[src/hw/spi_flag_pkg.sv]
package spi_flag_pkg;

  localparam int          DATA_W        = 32;
  localparam int          IDX_W         = 8;
  localparam int          CTRL_W        = 4;
  localparam int          EVT_W         = 4;

  // Register indexes; byte address is index times four
  localparam logic [7:0]  IDX_STATUS    = 8'hea;
  localparam logic [7:0]  IDX_CTRL      = 8'hf0;
  localparam logic [7:0]  IDX_RXDATA    = 8'hf1;
  localparam logic [7:0]  IDX_EVT_STAT  = 8'hf2;
  localparam logic [7:0]  IDX_EVT_MASK  = 8'hf3;

  // Status register fields
  localparam int          STAT_BUSY     = 7;
  localparam int          STAT_MULTIMASTER_ERROR_FLAG    = 6;
  localparam int          STAT_RXOF     = 5;
  localparam int          STAT_RXIRQ    = 4;

  // Control register fields
  localparam int          CTRL_TRANSFER_INTERRUPT_MODE   = 0;
  localparam int          CTRL_OVW      = 1;
  localparam int          CTRL_SSIN     = 2;
  localparam int          CTRL_INTEN    = 3;
  localparam logic [3:0]  CTRL_RESET    = 4'h1;

  // Event status and mask fields
  localparam int          EVT_RX        = 0;
  localparam int          EVT_OVF       = 1;
  localparam int          EVT_MULTIMASTER_ERROR_FLAG     = 2;
  localparam int          EVT_HALT      = 3;
  localparam logic [3:0]  EVT_MASK_RESET = 4'h0;

  localparam logic [7:0]  RXDATA_RESET  = 8'h00;

  typedef enum logic
  {
    ST_ADDR = 1'b0,
    ST_DATA = 1'b1
  } ahb_state_t;

  typedef struct packed
  {
    logic              wr;
    logic              rd;
    logic [IDX_W-1:0]  idx;
    logic [DATA_W-1:0] wdata;
  } reg_req_t;

  typedef struct packed
  {
    logic       xfer_active;
    logic       master_mode;
    logic       ss_pin_active;
    logic       byte_done;
    logic [7:0] rx_byte;
  } engine_in_t;

  function automatic logic req_hit(input reg_req_t req, input logic [IDX_W-1:0] idx);
    req_hit = req.idx == idx;
  endfunction : req_hit

endpackage : spi_flag_pkg

[src/hw/ahb_lite_reg_slave.sv]
module ahb_lite_reg_slave
  import spi_flag_pkg::*;
(
  input  wire logic                      i_sys_clk,
  input  wire logic                      i_nrst,
  input  wire logic                      i_hsel,
  input  wire logic [31:0]               i_haddr,
  input  wire logic [1:0]                i_htrans,
  input  wire logic                      i_hwrite,
  input  wire logic [DATA_W-1:0]         i_hwdata,
  input  wire logic                      i_hready,
  output logic                           o_hreadyout,
  output logic [DATA_W-1:0]              o_hrdata,
  output spi_flag_pkg::reg_req_t         o_req,
  input  wire logic [DATA_W-1:0]         i_rdata
);

  ahb_state_t        state_r;
  ahb_state_t        state_nxt;
  logic              wr_r;
  logic              wr_nxt;
  logic              hit_r;
  logic              hit_nxt;
  logic [IDX_W-1:0]  idx_r;
  logic [IDX_W-1:0]  idx_nxt;
  logic              ready_r;
  logic              ready_nxt;
  logic [DATA_W-1:0] rdata_r;
  logic [DATA_W-1:0] rdata_nxt;
  logic              take;

  // Address phase taken only when the bus is ready
  assign take = i_hsel && i_htrans[1] && i_hready && ready_r;

  always_comb
  begin
    state_nxt = state_r;
    wr_nxt    = wr_r;
    hit_nxt   = hit_r;
    idx_nxt   = idx_r;
    ready_nxt = ready_r;
    rdata_nxt = rdata_r;
    case (state_r)
      ST_ADDR:
      begin
        if (take)
        begin
          state_nxt = ST_DATA;
          wr_nxt    = i_hwrite;
          hit_nxt   = (i_haddr[1:0] == 2'h0) && (i_haddr[31:10] == 22'h0);
          idx_nxt   = i_haddr[9:2];
          ready_nxt = 1'b0;
        end
      end
      ST_DATA:
      begin
        state_nxt = ST_ADDR;
        ready_nxt = 1'b1;
        rdata_nxt = (!wr_r && hit_r) ? i_rdata : '0;
      end
      default:
      begin
        state_nxt = ST_ADDR;
        ready_nxt = 1'b1;
      end
    endcase
  end

  always_ff @(posedge i_sys_clk)
  begin
    if (!i_nrst)
    begin
      state_r <= ST_ADDR;
      wr_r    <= 1'b0;
      hit_r   <= 1'b0;
      idx_r   <= '0;
      ready_r <= 1'b1;
      rdata_r <= '0;
    end
    else
    begin
      state_r <= state_nxt;
      wr_r    <= wr_nxt;
      hit_r   <= hit_nxt;
      idx_r   <= idx_nxt;
      ready_r <= ready_nxt;
      rdata_r <= rdata_nxt;
    end
  end

  // One-cycle strobes in the wait state of the data phase
  always_comb
  begin
    o_req.wr    = (state_r == ST_DATA) && wr_r && hit_r;
    o_req.rd    = (state_r == ST_DATA) && !wr_r && hit_r;
    o_req.idx   = idx_r;
    o_req.wdata = i_hwdata;
  end

  assign o_hreadyout = ready_r;
  assign o_hrdata    = rdata_r;

endmodule : ahb_lite_reg_slave

[src/hw/spi_status_flag_logic.sv]
// Operation
// - Busy flag bit 7 follows the engine: one while moving data, zero idle.
// - Slave select driven active during master transfer sets bit 6; write zero clears.
// - In transfer interrupt mode an unread byte at next completion sets bit 5.
// - On overflow with overwrite enabled the new byte replaces the held data.
// - Reading the receive data clears bits 5 and 4.
// - New data sets bit 4; request raised while bit 4 and interrupt enable.
// - Mode zero and unread data at byte end halts transfer, releases select.
//
// Local design decision: register access over AHB-Lite.
module spi_status_flag_logic
  import spi_flag_pkg::*;
(
  input  wire logic                      i_sys_clk,
  input  wire logic                      i_nrst,
  input  wire logic                      i_hsel,
  input  wire logic [31:0]               i_haddr,
  input  wire logic [1:0]                i_htrans,
  input  wire logic                      i_hwrite,
  input  wire logic [2:0]                i_hsize,
  input  wire logic [spi_flag_pkg::DATA_W-1:0] i_hwdata,
  input  wire logic                      i_hready,
  output logic                           o_hreadyout,
  output logic [spi_flag_pkg::DATA_W-1:0] o_hrdata,
  output logic                           o_hresp,
  input  wire logic                      i_xfer_active,
  input  wire logic                      i_master_mode,
  input  wire logic                      i_ss_pin_active,
  input  wire logic                      i_byte_done,
  input  wire logic [7:0]                i_rx_byte,
  output logic                           o_xfer_halt,
  output logic                           o_ss_release,
  output logic                           o_spi_irq_req,
  output logic                           o_irq
);

  import spi_flag_pkg::*;

  engine_in_t        eng;
  reg_req_t          req;
  logic [DATA_W-1:0] rdata;

  logic              busy_r;
  logic              busy_nxt;
  logic              multimaster_error_flag_r;
  logic              multimaster_error_flag_nxt;
  logic              rxof_r;
  logic              rxof_nxt;
  logic              rxirq_r;
  logic              rxirq_nxt;
  logic [7:0]        rxdata_r;
  logic [7:0]        rxdata_nxt;
  logic [CTRL_W-1:0] ctrl_r;
  logic [CTRL_W-1:0] ctrl_nxt;
  logic [EVT_W-1:0]  mask_r;
  logic [EVT_W-1:0]  mask_nxt;
  logic              halt_r;
  logic              halt_nxt;
  logic              ss_rel_r;
  logic              ss_rel_nxt;
  logic              req_r;
  logic              req_nxt;
  logic              irq_r;
  logic              irq_nxt;
  logic              hresp_r;

  logic [EVT_W-1:0]  evt_set;
  logic [EVT_W-1:0]  evt_clr;
  logic [EVT_W-1:0]  evt_stat;

  logic              transfer_interrupt_mode;
  logic              ovw_en;
  logic              ssin_en;
  logic              int_en;
  logic              rx_read;
  logic              stat_wr;
  logic              unread;
  logic              mm_event;
  logic              ovf_event;
  logic              halt_event;
  logic              store_byte;
  logic              ctrl_wr;
  logic              mask_wr;
  logic              evt_wr;
  logic              hresp_nxt;

  assign eng.xfer_active   = i_xfer_active;
  assign eng.master_mode   = i_master_mode;
  assign eng.ss_pin_active = i_ss_pin_active;
  assign eng.byte_done     = i_byte_done;
  assign eng.rx_byte       = i_rx_byte;

  ahb_lite_reg_slave u_bus
  (
    .i_sys_clk   (i_sys_clk),
    .i_nrst      (i_nrst),
    .i_hsel      (i_hsel),
    .i_haddr     (i_haddr),
    .i_htrans    (i_htrans),
    .i_hwrite    (i_hwrite),
    .i_hwdata    (i_hwdata),
    .i_hready    (i_hready),
    .o_hreadyout (o_hreadyout),
    .o_hrdata    (o_hrdata),
    .o_req       (req),
    .i_rdata     (rdata)
  );

  assign transfer_interrupt_mode  = ctrl_r[CTRL_TRANSFER_INTERRUPT_MODE];
  assign ovw_en  = ctrl_r[CTRL_OVW];
  assign ssin_en = ctrl_r[CTRL_SSIN];
  assign int_en  = ctrl_r[CTRL_INTEN];

  // Register strobes, one cycle in the data phase
  assign rx_read = req.rd && req_hit(req, IDX_RXDATA);
  assign stat_wr = req.wr && req_hit(req, IDX_STATUS);
  assign ctrl_wr = req.wr && req_hit(req, IDX_CTRL);
  assign mask_wr = req.wr && req_hit(req, IDX_EVT_MASK);
  assign evt_wr  = req.wr && req_hit(req, IDX_EVT_STAT);

  // Held byte not yet read; a read in the completing cycle counts as on time
  assign unread = rxirq_r && !rx_read;

  // Only a transferring master can be upset by a foreign select
  assign mm_event   = ssin_en && eng.master_mode && eng.xfer_active && eng.ss_pin_active;
  assign ovf_event  = eng.byte_done && unread && transfer_interrupt_mode;
  assign halt_event = eng.byte_done && unread && !transfer_interrupt_mode;
  assign store_byte = eng.byte_done && !halt_event && (!unread || ovw_en);

  // Status flag group
  always_comb
  begin
    busy_nxt   = eng.xfer_active;
    multimaster_error_flag_nxt  = multimaster_error_flag_r;
    rxof_nxt   = rxof_r;
    rxirq_nxt  = rxirq_r;
    rxdata_nxt = rxdata_r;
    if (stat_wr && !req.wdata[STAT_MULTIMASTER_ERROR_FLAG])
      multimaster_error_flag_nxt = 1'b0;
    if (mm_event)
      multimaster_error_flag_nxt = 1'b1;
    if (rx_read)
    begin
      rxof_nxt  = 1'b0;
      rxirq_nxt = 1'b0;
    end
    if (ovf_event)
      rxof_nxt = 1'b1;
    if (store_byte)
    begin
      rxdata_nxt = eng.rx_byte;
      rxirq_nxt  = 1'b1;
    end
  end

  always_ff @(posedge i_sys_clk)
  begin
    if (!i_nrst)
    begin
      busy_r   <= 1'b0;
      multimaster_error_flag_r  <= 1'b0;
      rxof_r   <= 1'b0;
      rxirq_r  <= 1'b0;
      rxdata_r <= RXDATA_RESET;
    end
    else
    begin
      busy_r   <= busy_nxt;
      multimaster_error_flag_r  <= multimaster_error_flag_nxt;
      rxof_r   <= rxof_nxt;
      rxirq_r  <= rxirq_nxt;
      rxdata_r <= rxdata_nxt;
    end
  end

  // Control and mask group
  always_comb
  begin
    ctrl_nxt = ctrl_r;
    mask_nxt = mask_r;
    if (ctrl_wr)
      ctrl_nxt = req.wdata[CTRL_W-1:0];
    if (mask_wr)
      mask_nxt = req.wdata[EVT_W-1:0];
  end

  always_ff @(posedge i_sys_clk)
  begin
    if (!i_nrst)
    begin
      ctrl_r <= CTRL_RESET;
      mask_r <= EVT_MASK_RESET;
    end
    else
    begin
      ctrl_r <= ctrl_nxt;
      mask_r <= mask_nxt;
    end
  end

  // Sticky events, write one to clear
  always_comb
  begin
    evt_set            = '0;
    evt_set[EVT_RX]    = store_byte;
    evt_set[EVT_OVF]   = ovf_event;
    evt_set[EVT_MULTIMASTER_ERROR_FLAG] = mm_event && !multimaster_error_flag_r;
    evt_set[EVT_HALT]  = halt_event;
    evt_clr            = '0;
    if (evt_wr)
      evt_clr = req.wdata[EVT_W-1:0];
  end

  sticky_flags #(
    .W (EVT_W)
  ) u_evt (
    .i_sys_clk (i_sys_clk),
    .i_nrst    (i_nrst),
    .i_set     (evt_set),
    .i_clr     (evt_clr),
    .o_q       (evt_stat)
  );

  // Output group, all registered
  always_comb
  begin
    halt_nxt   = halt_event;
    ss_rel_nxt = halt_event;
    // Next flag value, so a clearing read drops the request with the flag
    req_nxt    = rxirq_nxt && int_en;
    irq_nxt    = |(evt_stat & mask_r);
    hresp_nxt  = 1'b0;
  end

  always_ff @(posedge i_sys_clk)
  begin
    if (!i_nrst)
    begin
      halt_r   <= 1'b0;
      ss_rel_r <= 1'b0;
      req_r    <= 1'b0;
      irq_r    <= 1'b0;
      hresp_r  <= 1'b0;
    end
    else
    begin
      halt_r   <= halt_nxt;
      ss_rel_r <= ss_rel_nxt;
      req_r    <= req_nxt;
      irq_r    <= irq_nxt;
      hresp_r  <= hresp_nxt;
    end
  end

  // Status byte as software reads it
  function automatic logic [DATA_W-1:0] status_word(input logic busy,
                                                    input logic multimaster_error_flag,
                                                    input logic rxof,
                                                    input logic rxirq);
    status_word             = '0;
    status_word[STAT_BUSY]  = busy;
    status_word[STAT_MULTIMASTER_ERROR_FLAG] = multimaster_error_flag;
    status_word[STAT_RXOF]  = rxof;
    status_word[STAT_RXIRQ] = rxirq;
  endfunction : status_word

  // Read mux; unmapped indexes read zero
  always_comb
  begin
    rdata = '0;
    case (req.idx)
      IDX_STATUS:
        rdata = status_word(busy_r, multimaster_error_flag_r, rxof_r, rxirq_r);
      IDX_CTRL:
        rdata[CTRL_W-1:0] = ctrl_r;
      IDX_RXDATA:
        rdata[7:0] = rxdata_r;
      IDX_EVT_STAT:
        rdata[EVT_W-1:0] = evt_stat;
      IDX_EVT_MASK:
        rdata[EVT_W-1:0] = mask_r;
      default:
        rdata = '0;
    endcase
  end

  assign o_xfer_halt   = halt_r;
  assign o_ss_release  = ss_rel_r;
  assign o_spi_irq_req = req_r;
  assign o_irq         = irq_r;
  assign o_hresp       = hresp_r;

endmodule : spi_status_flag_logic

[src/hw/sticky_flags.sv]
module sticky_flags #(
  parameter int W = 4
) (
  input  wire logic         i_sys_clk,
  input  wire logic         i_nrst,
  input  wire logic [W-1:0] i_set,
  input  wire logic [W-1:0] i_clr,
  output logic      [W-1:0] o_q
);

  logic [W-1:0] q_r;
  logic [W-1:0] q_nxt;

  // Set wins over a clear in the same cycle
  always_comb
  begin
    q_nxt = (q_r & ~i_clr) | i_set;
  end

  always_ff @(posedge i_sys_clk)
  begin
    if (!i_nrst)
      q_r <= '0;
    else
      q_r <= q_nxt;
  end

  assign o_q = q_r;

endmodule : sticky_flags
[config.mk]
export PLATFORM = sky130hd
export DESIGN_NAME = spi_status_flag_logic
export DESIGN_NICKNAME = d
export VERILOG_FILES = /design/src/hw/spi_flag_pkg.sv /design/src/hw/ahb_lite_reg_slave.sv /design/src/hw/spi_status_flag_logic.sv /design/src/hw/sticky_flags.sv
export SDC_FILE = /design/constraint.sdc
export NUM_CORES = 1
export LEC_CHECK = 0
export ABC_AREA = 0
export BUFFER_PORTS_ARGS = -buffer_cell sky130_fd_sc_hd__clkbuf_2
export CORE_AREA = 5 5 75 77
export CTS_CLUSTER_DIAMETER = 50
export DETAILED_ROUTE_END_ITERATION = 6
export DIE_AREA = 0 0 80 82
export GPL_TIMING_DRIVEN = 0
export PLACE_DENSITY = 0.83
export SYNTH_ARGS = -nofsm -noshare
export SYNTH_HDL_FRONTEND = slang
export SYNTH_SLANG_ARGS = --single-unit
[constraint.sdc]
create_clock -name i_sys_clk -period 2.9 [get_ports i_sys_clk]
set_input_delay 0.435 -clock i_sys_clk [delete_from_list [all_inputs] [get_ports i_sys_clk]]
set_output_delay 0.435 -clock i_sys_clk [all_outputs]
set_load 0.05 [all_outputs]
# Word level (Yosys, flattened, before mapping)
# Index checks and enable logic that the tools add are counted.
word_totals:
  register_bits: 71
  latchBits: 0
  ram_bits: 0
  mem_bits_ro: 0
  input_bits: 86
  out_inout_bits: 38
  elab_cells: 82
  memories: 0
classes:
  add_sub_neg: 0
  multipliers: 0
  div: 0
  n_lt_le_gt_ge: 0
  eq_ne: 6
  shifts: 0
  mux: 14
  n_bitwise: 5
  n_reduce_logical: 40
ops:
  columns: ["op", "n"]
  rows:
  - ["$eq 8x8->1 const B", 5]
  - ["$logic_and 1x1->1", 26]
  - ["$logic_not 22->1", 1]
  - ["$pmux 4 s4", 1]
  - ["$and 4x4->4", 2]
  - ["$mux 1", 8]
  - ["$mux 8", 1]
  - ["$pmux 4 s2", 1]
  - ["$logic_not 1->1", 7]
  - ["$mux 4", 1]
  - ["$not 4->4", 1]
  - ["$or 4x4->4", 1]
  - ["$pmux 1 s2", 2]
  - ["$reduce_bool 2->1", 2]
  - ["$reduce_or 4->1", 1]
  - ["$logic_not 2->1", 1]
  - ["$ne 2x1->1 const B", 1]
  - ["$reduce_and 2->1", 1]
  - ["$logic_or 1x1->1", 1]
  - ["$not 1->1", 1]

# Logic depth before layout (Yosys ltp)
# Gate-level depths: netlist of run 1.
logic_depth:
  depth_word: 13
  depth_mapped: 6
  depth_no_buf: 4

# Cells and area by module
# A second synthesis of run 1 with hierarchy kept.
unflattened:
  hier_cells: 298
  hier_area_um2: 3160.5
by_module_without_submodules:
  columns: ["mod", "n_inst", "cells_each", "area_each_um2", "seq_area_each_um2"]
  rows:
  - ["ahb_lite_reg_slave", 1, 156, 1774.2, 880.8]
  - ["spi_status_flag_logic", 1, 130, 1221.2, 460.4]
  - ["sticky_flags", 1, 12, 165.2, 80.1]

# Least setup slack after synthesis of run 1
# OpenSTA, ideal clock, no wires.
synth_path:
  kind: "register to register"
  startpoint: "register u_bus.ready_r, in the netlist u_bus.o_hreadyout"
  endpoint: "register u_bus.idx_r[0]"
  setup_ns: 0.116
  arrival_time_ns: 1.476
  required_time_ns: 2.784
  slack_ns: 1.308
  path_stages_with_launch: 5
  path_buffers: 1
  synth_period_minus_slack_ns: 1.592
  cell_sequence: "dfxtp_1 > nor3b_2 > buf_2 > mux2i_1 > nor2b_1"
synth_between:
  elab_chain_cells: 2
synth_rtl:
  columns: ["item", "line", "source"]
  rows:
  - ["start: declaration", "ahb_lite_reg_slave.sv:26", "logic ready_r;"]
  - ["start signal: assignment", "ahb_lite_reg_slave.sv:86", "ready_r <= ready_nxt;"]
  - ["$logic_and 1x1->1", "ahb_lite_reg_slave.sv:33", "assign take = i_hsel && i_htrans[1] && i_hready && ready_r;"]
  - ["$reduce_and 2->1 (no source line)", null, null]
  - ["end signal: assignment", "ahb_lite_reg_slave.sv:85", "idx_r <= idx_nxt;"]
  - ["end: declaration", "ahb_lite_reg_slave.sv:24", "logic [IDX_W-1:0] idx_r;"]
# No other way between the ends.
# A chain may end at the register's enable or synchronous reset.

# Worst setup path in the final report of run 1
layout_path:
  startpoint: "register u_bus.idx_r[0]"
  endpoint: "register rxdata_r[6]"
layout_between:
  elab_chain_cells: 9
  elab_cells_between_ends: 11
  classes_between: "eq/ne (1); reduce/logical (10)"
layout_rtl:
  columns: ["item", "line", "source"]
  rows:
  - ["$eq 8x8->1 *", "spi_flag_pkg.sv:61", "req_hit = req.idx == idx;"]
  - ["$logic_and 1x1->1 *", "spi_status_flag_logic.sv:115", "assign rx_read = req.rd && req_hit(req, IDX_RXDATA);"]
  - ["$logic_not 1->1 *", "spi_status_flag_logic.sv:122", "assign unread = rxirq_r && !rx_read;"]
  - ["$logic_and 1x1->1 *", "spi_status_flag_logic.sv:122", null]
  - ["$logic_and 1x1->1 (2 in a row)", "spi_status_flag_logic.sv:127", "assign halt_event = eng.byte_done && unread && !transfer_interrupt_mode;"]
  - ["$logic_not 1->1", "spi_status_flag_logic.sv:128", "assign store_byte = eng.byte_done && !halt_event && (!unread || ovw_en);"]
  - ["$logic_and 1x1->1", "spi_status_flag_logic.sv:128", null]
  - ["$logic_and 1x1->1 *", "spi_status_flag_logic.sv:128", null]
  - ["end signal: assignment", "spi_status_flag_logic.sv:172", "rxdata_r <= rxdata_nxt;"]
  - ["end: declaration", "spi_status_flag_logic.sv:51", "logic [7:0] rxdata_r;"]
# Every way passes the cells marked *; elsewhere a longest branch is shown, timed or not.

==> results of run 1 <==
state kept, by name (all words and copies together) (netlist names), 4 cells and up:
name            flops
rxdata_r            8
u_bus.idx_r         8
u_bus.o_hrdata      8
ctrl_r              4
mask_r              4
u_evt.o_q           4
final timing paths:
path | from | endpoint | slack [ns] | cells past startpoint
setup reg to reg | u_bus.idx_r[0] | rxdata_r[6] | 1.16 | 6
hold reg to reg | ctrl_r[3] | o_spi_irq_req | 0.45 | 2
hold / removal | i_rx_byte[3] | rxdata_r[3] | 0.36 | 3
setup / recovery | u_bus.idx_r[0] | rxdata_r[6] | 1.16 | 6
cells in the final DEF (no fill, tap or decap), types with 2 or more instances in the layout:
master	synthesis	routed
and2_1	2	2
clkbuf_1	7	7
nor2b_1	14	14
a21boi_0	3	3
clkbuf_8	0	6
o21a_1	2	2
a221o_1	4	4
conb_1	1	25
buf_4	27	27
o21ai_0	8	8
nor2_1	5	5
mux2i_1	17	17
nand2_1	37	37
clkbuf_2	1	68
and3_1	5	5
nand2b_1	2	2
o21ai_1	3	3
nand4_1	4	4
nor4_1	6	6
nand3_1	12	12
inv_1	7	7
a22oi_1	2	2
buf_2	3	3
a31oi_1	5	5
dfxtp_1	47	47
and4_1	2	2
mux4_2	4	4
a31o_2	2	2
routing by layer:
layer,track usage (%),wire length [um],up-vias
met5,0,0,-
met4,6.25,43,0
met3,5.92,556,6
met2,30.0,2630,97
met1,19.6,2110,878
li1,-,-,992
final cells by class:
type,instances,area [um2],share of cell area [%]
inverters,7,26.3,0.926
repair buffers,67,335,11.8
clock inverters,1,5.00,0.176
clock buffers,6,82.6,2.91
multi-input cells,175,1110,39.2
well taps,70,87.6,3.09
flip-flops and latches,47,941,33.2
plain buffers,38,249,8.77
cell families after synthesis:
kind of cell	Yosys count
and+or+nand+nor	98
other	1
AOI/OAI and AO/OA	31
DFF	47
buffers and inverters	45
muxes	21
worst min-delay path, stage by stage:
cell and delay [ns]:
clkbuf_2 0.08, nand2_1 0.05, mux2i_1 0.06
cells in the mapped netlist, types with 2 or more instances:
| cell type | n |
|---|---|
| dfxtp_1 | 47 |
| nand2_1 | 37 |
| buf_4 | 27 |
| mux2i_1 | 17 |
| nor2b_1 | 14 |
| nand3_1 | 12 |
| o21ai_0 | 8 |
| clkbuf_1 | 7 |
| inv_1 | 7 |
| nor4_1 | 6 |
| a31oi_1 | 5 |
| and3_1 | 5 |
| nor2_1 | 5 |
| a221o_1 | 4 |
| mux4_2 | 4 |
| nand4_1 | 4 |
| a21boi_0 | 3 |
| buf_2 | 3 |
| o21ai_1 | 3 |
| a22oi_1 | 2 |
| a31o_2 | 2 |
| and2_1 | 2 |
| and4_1 | 2 |
| nand2b_1 | 2 |
| o21a_1 | 2 |
per-stage QoR:
step                utilization (%)  area [um2]
floorplan                         -        2330
global placement               55.6        2750
detailed placement             55.6        2750
CTS                            57.4        2840
global route                   57.4        2840
finish                         57.4        2840
power by group:
part           leakage, uW  internal (uW)  total (uW)  switching (uW)
clock            0.0000470            187         396             209
combinational     0.000901           81.6         215             134
sequential        0.000382            662         675            12.6
==> impl_metrics.tcl, run 1 <==
set metrics [dict create \
    status "finished, final reports clean" \
    criticalPathCategory "register to register" \
    grt_pass1_vias 1948 \
    wl_per_cell_um 13.0 \
    start_util_pct 45.2 \
    cts-buffers-inserted 5 \
    avgSynthCellArea_um2 9.21 \
    p_per_area_nw_per_um2 453 \
    hold_viol_final 0 \
    postSynthCellCount 243 \
    areaGrowthSynthToFinish_pct 26.8 \
    antenna_found_initial 0 \
    overflow 0 \
    rsz0062_at_grt "no" \
    routabilityCongestion 0.933 \
    finalClockSkew_ns 0.00851 \
    synth_top_area_share_pct 42.1 \
    cpLargestDelayFamily "buffers and inverters" \
    path_buf_inv 2 \
    grt_pass1_wl_um 8830 \
    vias 1973 \
    setup_viol 0 \
    seq_area_frac_synth_pct 42.1 \
    clock-sinks 47 \
    total_power_uw 1290 \
    clk_pin_slew_ns 0.08 \
    ios 124 \
    synth_edf_count 0 \
    nFillCells 458 \
    drt_iter0_drc 133 \
    clkLatencyLatePin_ns 0.30 \
    synth_mux_area_share_pct 11.6 \
    place.port_buffers 67 \
    synth.largest_area_cell "dfxtp_1" \
    drtPass1Iterations 4 \
    synthAdderAreaFrac_pct 0 \
    grt.total_usage_pct 17.2 \
    fin_crit_sh_pct 60.1 \
    synth_warnings 0 \
    final_cells 411 \
    pre_cts_ws_ns 1.13 \
    clock.fmax_mhz 574 \
    antennaDiodeCount 0 \
    slew_headroom_pct 58.5 \
    cp_max_fo 9 \
    netlist_area_um2 2240 \
    p_leak_uw 0.00133 \
    core_um2 4940 \
    synthSimpleGateAreaFrac_pct 24.5 \
    async_flop_share_pct 0 \
    place_hpwl_um 4270 \
    drcViolationCount 0 \
    die_area_um2 6560 \
    synthTopCellsByArea "dfxtp_1 42%, buf_4 9.1%, mux2i_1 7.6%" \
    ys_ff_latch 47 \
    ant_nets 0 \
    drv_cap 0 \
    finalWirelength_um 5340 \
    vdd_drop_max_uv 243 \
    cts_max_path_buffers 2 \
    die_h_um 82 \
    die_w_um 80 \
    synth_xor_area_share_pct 0 \
    min_period_ns 1.74 \
    nets 427 \
    end_kind "register" \
    h-tree-depth 2 \
    ys.flop_type "dfxtp_1" \
    drive_gt1_share_pct 33.7 \
    synth_cell_types 38 \
    via_per_inst 4.80 \
    fin_tns_setup_ns 0 \
    path_cells "buf_2, nor2b_1, nand4_1, a31oi_1, buf_4, mux2i_1" \
    startpoint_type "register" \
    rows 26 \
    synth_compound_area_share_pct 9.34 \
    place_inst 404 \
    critical_path_required_ns 3.13 \
    synth_top_family_by_area "simple AND/OR/NAND/NOR gates" \
    cts_hold_buf 0 \
    fin_ws_ns 1.16 \
    cpMaxStageDelayCell "dfxtp_1" \
    whs_ns 0.358 \
    cts_tree "done" \
    cpPeakStageDelay_ns 0.31 \
    clockRootBuffer "clkbuf_8" \
    tightest_slew_ns 0.617 \
    final_max_slew_viol_count 0 \
    grt_max_degree 14 \
    hp-class "input port to register" \
    post-cts-setup-buffer-count 0 \
    cp.arrival_ns 1.97 \
    ctsResizeCount 0 \
]
No activity file was read; power rests on OpenSTA's default activity.
==> inputs of run 2 (changes only) <==
- ABC_AREA: 0 -> 1
- CORE_AREA: 5 5 75 77 -> 5 5 78 80
- DIE_AREA: 0 0 80 82 -> 0 0 83 85
- PLACE_DENSITY: 0.83 -> 0.79
- clock period: 2.9 -> 1.7 ns (I/O delays scaled with it)
==> run 2 against run 1 <==
Net effect: sequential share of layout area is 1.4 points lower; synthesized area is 4.2% higher; highest routed layer unchanged; via count is 19% higher; critical endpoint unchanged.
==> impl_metrics.tcl, run 2 <==
set metrics [dict create \
    wl_per_cell_um 11.7 \
    cp.arrival_ns 1.74 \
    vias 2348 \
    final_max_slew_viol_count 0 \
    netlist_area_um2 2330 \
    synthTopCellsByArea "dfxtp_1 40%, nand2_1 10%, buf_4 8.4%" \
    tightest_slew_ns 0.575 \
    cts_tree "done" \
    finalWirelength_um 5790 \
    grt_pass1_vias 2191 \
    final_common_cell "clkbuf_2" \
    synth_warnings 0 \
    antenna_found_initial 0 \
    finalClockSkew_ns 0.00555 \
    ios 124 \
    die_h_um 85 \
    cts_hold_buf 0 \
    ys.flop_type "dfxtp_1" \
    drcViolationCount 0 \
    slew_headroom_pct 61.4 \
    via_per_inst 4.73 \
    core_um2 5340 \
    criticalPathCategory "register to register" \
    postSynthCellCount 324 \
    start_util_pct 43.7 \
    seq_area_frac_synth_pct 40.4 \
    p_leak_uw 0.00142 \
    end_kind "register" \
    drv_cap 0 \
    status "finished, final reports clean" \
    h-tree-depth 2 \
    synth_top_area_share_pct 40.4 \
    antennaDiodeCount 0 \
    ys_ff_latch 47 \
    routabilityCongestion 0.850 \
    rrSetupSlack_ns 0.16 \
    whs_ns 0.150 \
    synth.largest_area_cell "dfxtp_1" \
    clk_pin_slew_ns 0.08 \
    areaGrowthSynthToFinish_pct 27.3 \
    place_hpwl_um 4690 \
    cts-buffers-inserted 5 \
    hold_viol_final 0 \
    async_flop_share_pct 0 \
    nets 510 \
    clkLatencyLatePin_ns 0.30 \
    ant_nets 0 \
    hp-class "input port to register" \
    p_per_area_nw_per_um2 790 \
    rows 27 \
    grt_max_degree 14 \
    grt_pass1_wl_um 9610 \
    die_area_um2 7060 \
    synth_most_common_cell "nand2_1" \
    fin_crit_sh_pct 90.6 \
    drive_gt1_share_pct 27.6 \
    drtPass1Iterations 4 \
    synth_common_cells "63 x nand2_1, 47 x dfxtp_1, 43 x nor2_1, 34 x nand3_1, 26 x buf_4" \
    critical_path_required_ns 1.90 \
    synth_cell_types 28 \
    fin_tns_setup_ns 0 \
    setup_viol 0 \
    drt_iter0_drc 200 \
    overflow 0 \
    cts_max_path_buffers 2 \
    synth_edf_count 0 \
    avgSynthCellArea_um2 7.19 \
    die_w_um 83 \
    min_period_ns 1.54 \
    place.port_buffers 66 \
    vdd_drop_max_uv 393 \
    grt.total_usage_pct 16.2 \
    cp_max_fo 10 \
    clock.fmax_mhz 649 \
    final_cell_mix "66 x clkbuf_2, 63 x nand2_1, 47 x dfxtp_1, 43 x nor2_1, 34 x nand3_1" \
    startpoint_type "register" \
    clock-sinks 47 \
    clockRootBuffer "clkbuf_8" \
]
run 2: per-stage QoR:
step	setup WS, ns	util [%]	cells	cell area (um2)	total power (uW)
floorplan	0.311	-	348	2420	1470
global placement	0.143	53.2	486	2840	1570
detailed placement	0.0930	53.2	486	2840	1570
CTS	0.159	55.2	493	2940	2350
global route	-0.00414	55.6	496	2970	2450
finish	0.159	55.6	496	2970	2340
run 2: critical path, stage by stage, from the launching register on:
cell,delay (ns)
dfxtp_1,0.32
inv_1,0.06
nand2_1,0.16
nor2_4,0.30
nand3_4,0.15
nand3_4,0.13
buf_8,0.14
nand3_1,0.06
nand2_1,0.07
nor2_1,0.04
run 2: kinds of logic after synthesis:
kind of cell    Yosys count  synth area share (%)
buf+inv                  62                  15.0
other cells               1                 0.161
compound gates           41                  9.34
simple gates            173                  35.2
flops                    47                  40.4
run 2: cell type report:
class,count,area [um2]
buffer,37,255
clock buffer,6,72.6
clock inverter,1,30.0
fill,547,2370
inverter,25,93.8
multi-input combinational,239,1130
sequential,47,941
tap,72,90.1
timing repair buffer,69,353
run 2: worst paths after layout:
path / startpoint / end / cells after the start
max: u_bus.idx_r[2] / rxdata_r[6] / 9
min: i_xfer_active / busy_r / 3
max reg2reg: u_bus.idx_r[2] / rxdata_r[6] / 9
min reg2reg: u_bus.o_hrdata[3] / u_bus.o_hrdata[3] / 2
run 2: timing repair:
action                                  4_1_cts  5_1_grt
endpoints found under the setup margin        0        1
resized for setup                             0        0
endpoints found under the hold margin         0        0
buffers inserted                              0        3
run 2: layer usage:
metal  vias to the layer above  track usage (%)  share of wire, %
met5                         -                0                 0
met1                      1006             20.1                44
li1                       1218                -                 -
met2                       107             26.8                46
met4                         0             5.65               2.1
met3                        17             4.85               8.0
run 2: report_power, final:
group	internal, uW	leakage (uW)	total [uW]	switching, uW
Clock	431	0.0000513	788	356
Combinational	138	0.000989	391	253
Sequential	1140	0.000383	1160	27.1
Total	1710	0.00142	2340	636
==> inputs of run 3 (changes only) <==
- ABC_AREA: 1 -> not set
- CTS_CLUSTER_DIAMETER: 50 -> 30
- PLACE_DENSITY: 0.79 -> 0.77
- SKIP_LAST_GASP: not set -> 1
==> run 3 against run 2 <==
Net effect: critical path depth decreased by 4; power shrank 8.6%; sequential power about the same; register-to-register slack worse by 0.14 ns; setup slack worse by 0.14 ns; design area decreased by 3.3%; routed wire length is 5.6% lower; sequential share of layout area up 1.1 points; highest routed layer unchanged.
==> impl_metrics.tcl, run 3 (same netlist as run 1, synthesis figures left out) <==
set metrics [dict create \
    criticalPathCategory "register to register" \
    core_um2 5340 \
    die_w_um 83 \
    antenna_found_initial 0 \
    tightest_slew_ns 0.648 \
    drt_iter0_drc 150 \
    cts_max_path_buffers 2 \
    hold_viol_final 0 \
    via_per_inst 4.80 \
    hp-class "input port to register" \
    path_cells "and4b_2, nand4_1, a31oi_2, buf_4, mux2i_1" \
    grt.total_usage_pct 15.5 \
    busiest_layer "met2" \
    status "finished, final reports clean" \
    use_met2_pct 26.9 \
    start_util_pct 41.9 \
    die_area_um2 7060 \
    drtPass1Iterations 4 \
    ant_nets 0 \
    end_kind "register" \
    place_inst 406 \
    grt_pass1_vias 1976 \
    drive_gt1_share_pct 35.3 \
    routabilityCongestion 0.896 \
    use_met1_pct 17.6 \
    fin_crit_sh_pct 99.2 \
    cts_tree "done" \
    clock.fmax_mhz 593 \
    cts_hold_buf 0 \
    slew_headroom_pct 56.4 \
    setup_viol 0 \
    cpLargestDelayFamily "simple AND/OR/NAND/NOR gates" \
    place_area_um2 2750 \
    clock-sinks 47 \
    design_area_um2 2870 \
    drv_cap 0 \
    rsz0062_at_grt "yes" \
    finalClockSkew_ns 0.00318 \
    min_period_ns 1.69 \
    cpPeakStageDelay_ns 0.40 \
    vdd_drop_max_uv 437 \
    critical_path_required_ns 1.93 \
    grt_pass1_wl_um 9070 \
    finalWirelength_um 5470 \
    clk_pin_slew_ns 0.08 \
    wl_per_cell_um 13.2 \
    areaGrowthSynthToFinish_pct 28.2 \
    final_common_cell "clkbuf_2" \
    p_per_area_nw_per_um2 747 \
    place.port_buffers 67 \
    drcViolationCount 0 \
    p_leak_uw 0.00133 \
    clockRootBuffer "clkbuf_8" \
    final_cells 415 \
    ios 124 \
    h-tree-depth 2 \
    startpoint_type "register" \
    rows 27 \
    clkLatencyLatePin_ns 0.29 \
    cpMaxStageDelayCell "dfxtp_1" \
    utilization_pct 53.7 \
    die_h_um 85 \
    fin_tns_setup_ns 0 \
    vias 1994 \
    cp_max_fo 4 \
    nets 430 \
    cp.arrival_ns 1.91 \
    place_hpwl_um 4240 \
    final_max_slew_viol_count 0 \
    overflow 0 \
    final_cell_mix "68 x clkbuf_2, 46 x dfxtp_1, 37 x nand2_1, 30 x buf_4, 25 x conb_1" \
    grt_max_degree 13 \
    use_met3_pct 6.02 \
    cts-buffers-inserted 5 \
    antennaDiodeCount 0 \
    path_buf_inv 1 \
]
==> run 3: changes by cell type in the layout (fill, tap and decap cells not counted), sizes merged, moves of 4 or more <==
cell / previous run / this run
inv: 25 / 7
a21oi: 24 / 1
nor4: 3 / 7
nand3: 36 / 12
nor2b: 0 / 14
nor2: 46 / 5
and3: 1 / 5
mux4: 0 / 4
nand2: 65 / 37
nand4: 16 / 4
mux2i: 0 / 17
a221o: 0 / 4
==> run 3: final timing paths <==
check                  from             to  cells after the start  slack, ns
min reg2reg       ctrl_r[3]  o_spi_irq_req                      2       0.45
max reg2reg  u_bus.idx_r[5]    rxdata_r[5]                      5       0.01
min            i_rx_byte[2]    rxdata_r[2]                      3       0.18
max          u_bus.idx_r[5]    rxdata_r[5]                      5       0.01
==> run 3: final cells by class <==
cell class	count	area [um2]
Multi-Input combinational cell	175	1120
Fill cell	512	2470
Inverter	7	26.3
Timing Repair Buffer	70	358
Buffer	38	255
Clock buffer	6	72.6
Tap cell	72	90.1
Sequential cell	47	942
==> run 3: report_power, final <==
part / leakage (uW) / internal [uW] / switching, uW
Sequential: 0.000382 / 1130 / 21.5
Clock: 0.0000371 / 275 / 343
Combinational: 0.000915 / 143 / 230
==> run 3: per-stage QoR <==
stage	setup WS, ns	hold WS (ns)	power [uW]
finish	0.0144	0.177	2140
floorplan	0.108	0.377	1440
CTS	0.0111	0.171	2150
global placement	0.0833	0.434	1540
detailed placement	0.0104	0.437	1540
global route	-0.0937	0.189	2230
==> run 3: repair_timing <==
item	4_1_cts	5_1_grt
setup endpoints to repair	1	17
buffers inserted	0	2
pin swaps	0	2
resized for setup	1	10
cloned	0	1
==> run 3: layer usage <==
metal  share of wire, %  vias up  wire length, um
li1                   -      999                -
met1                 39      894             2110
met2                 50       96             2720
met3                 10        5              573
met4                1.1        0               61
met5                  0        -                0
==> run 3: worst min-delay path, delay by kind of cell <==
family        cells  cell delay [ns]
buf+inv           1             0.08
mux               1             0.05
simple gates      1             0.04
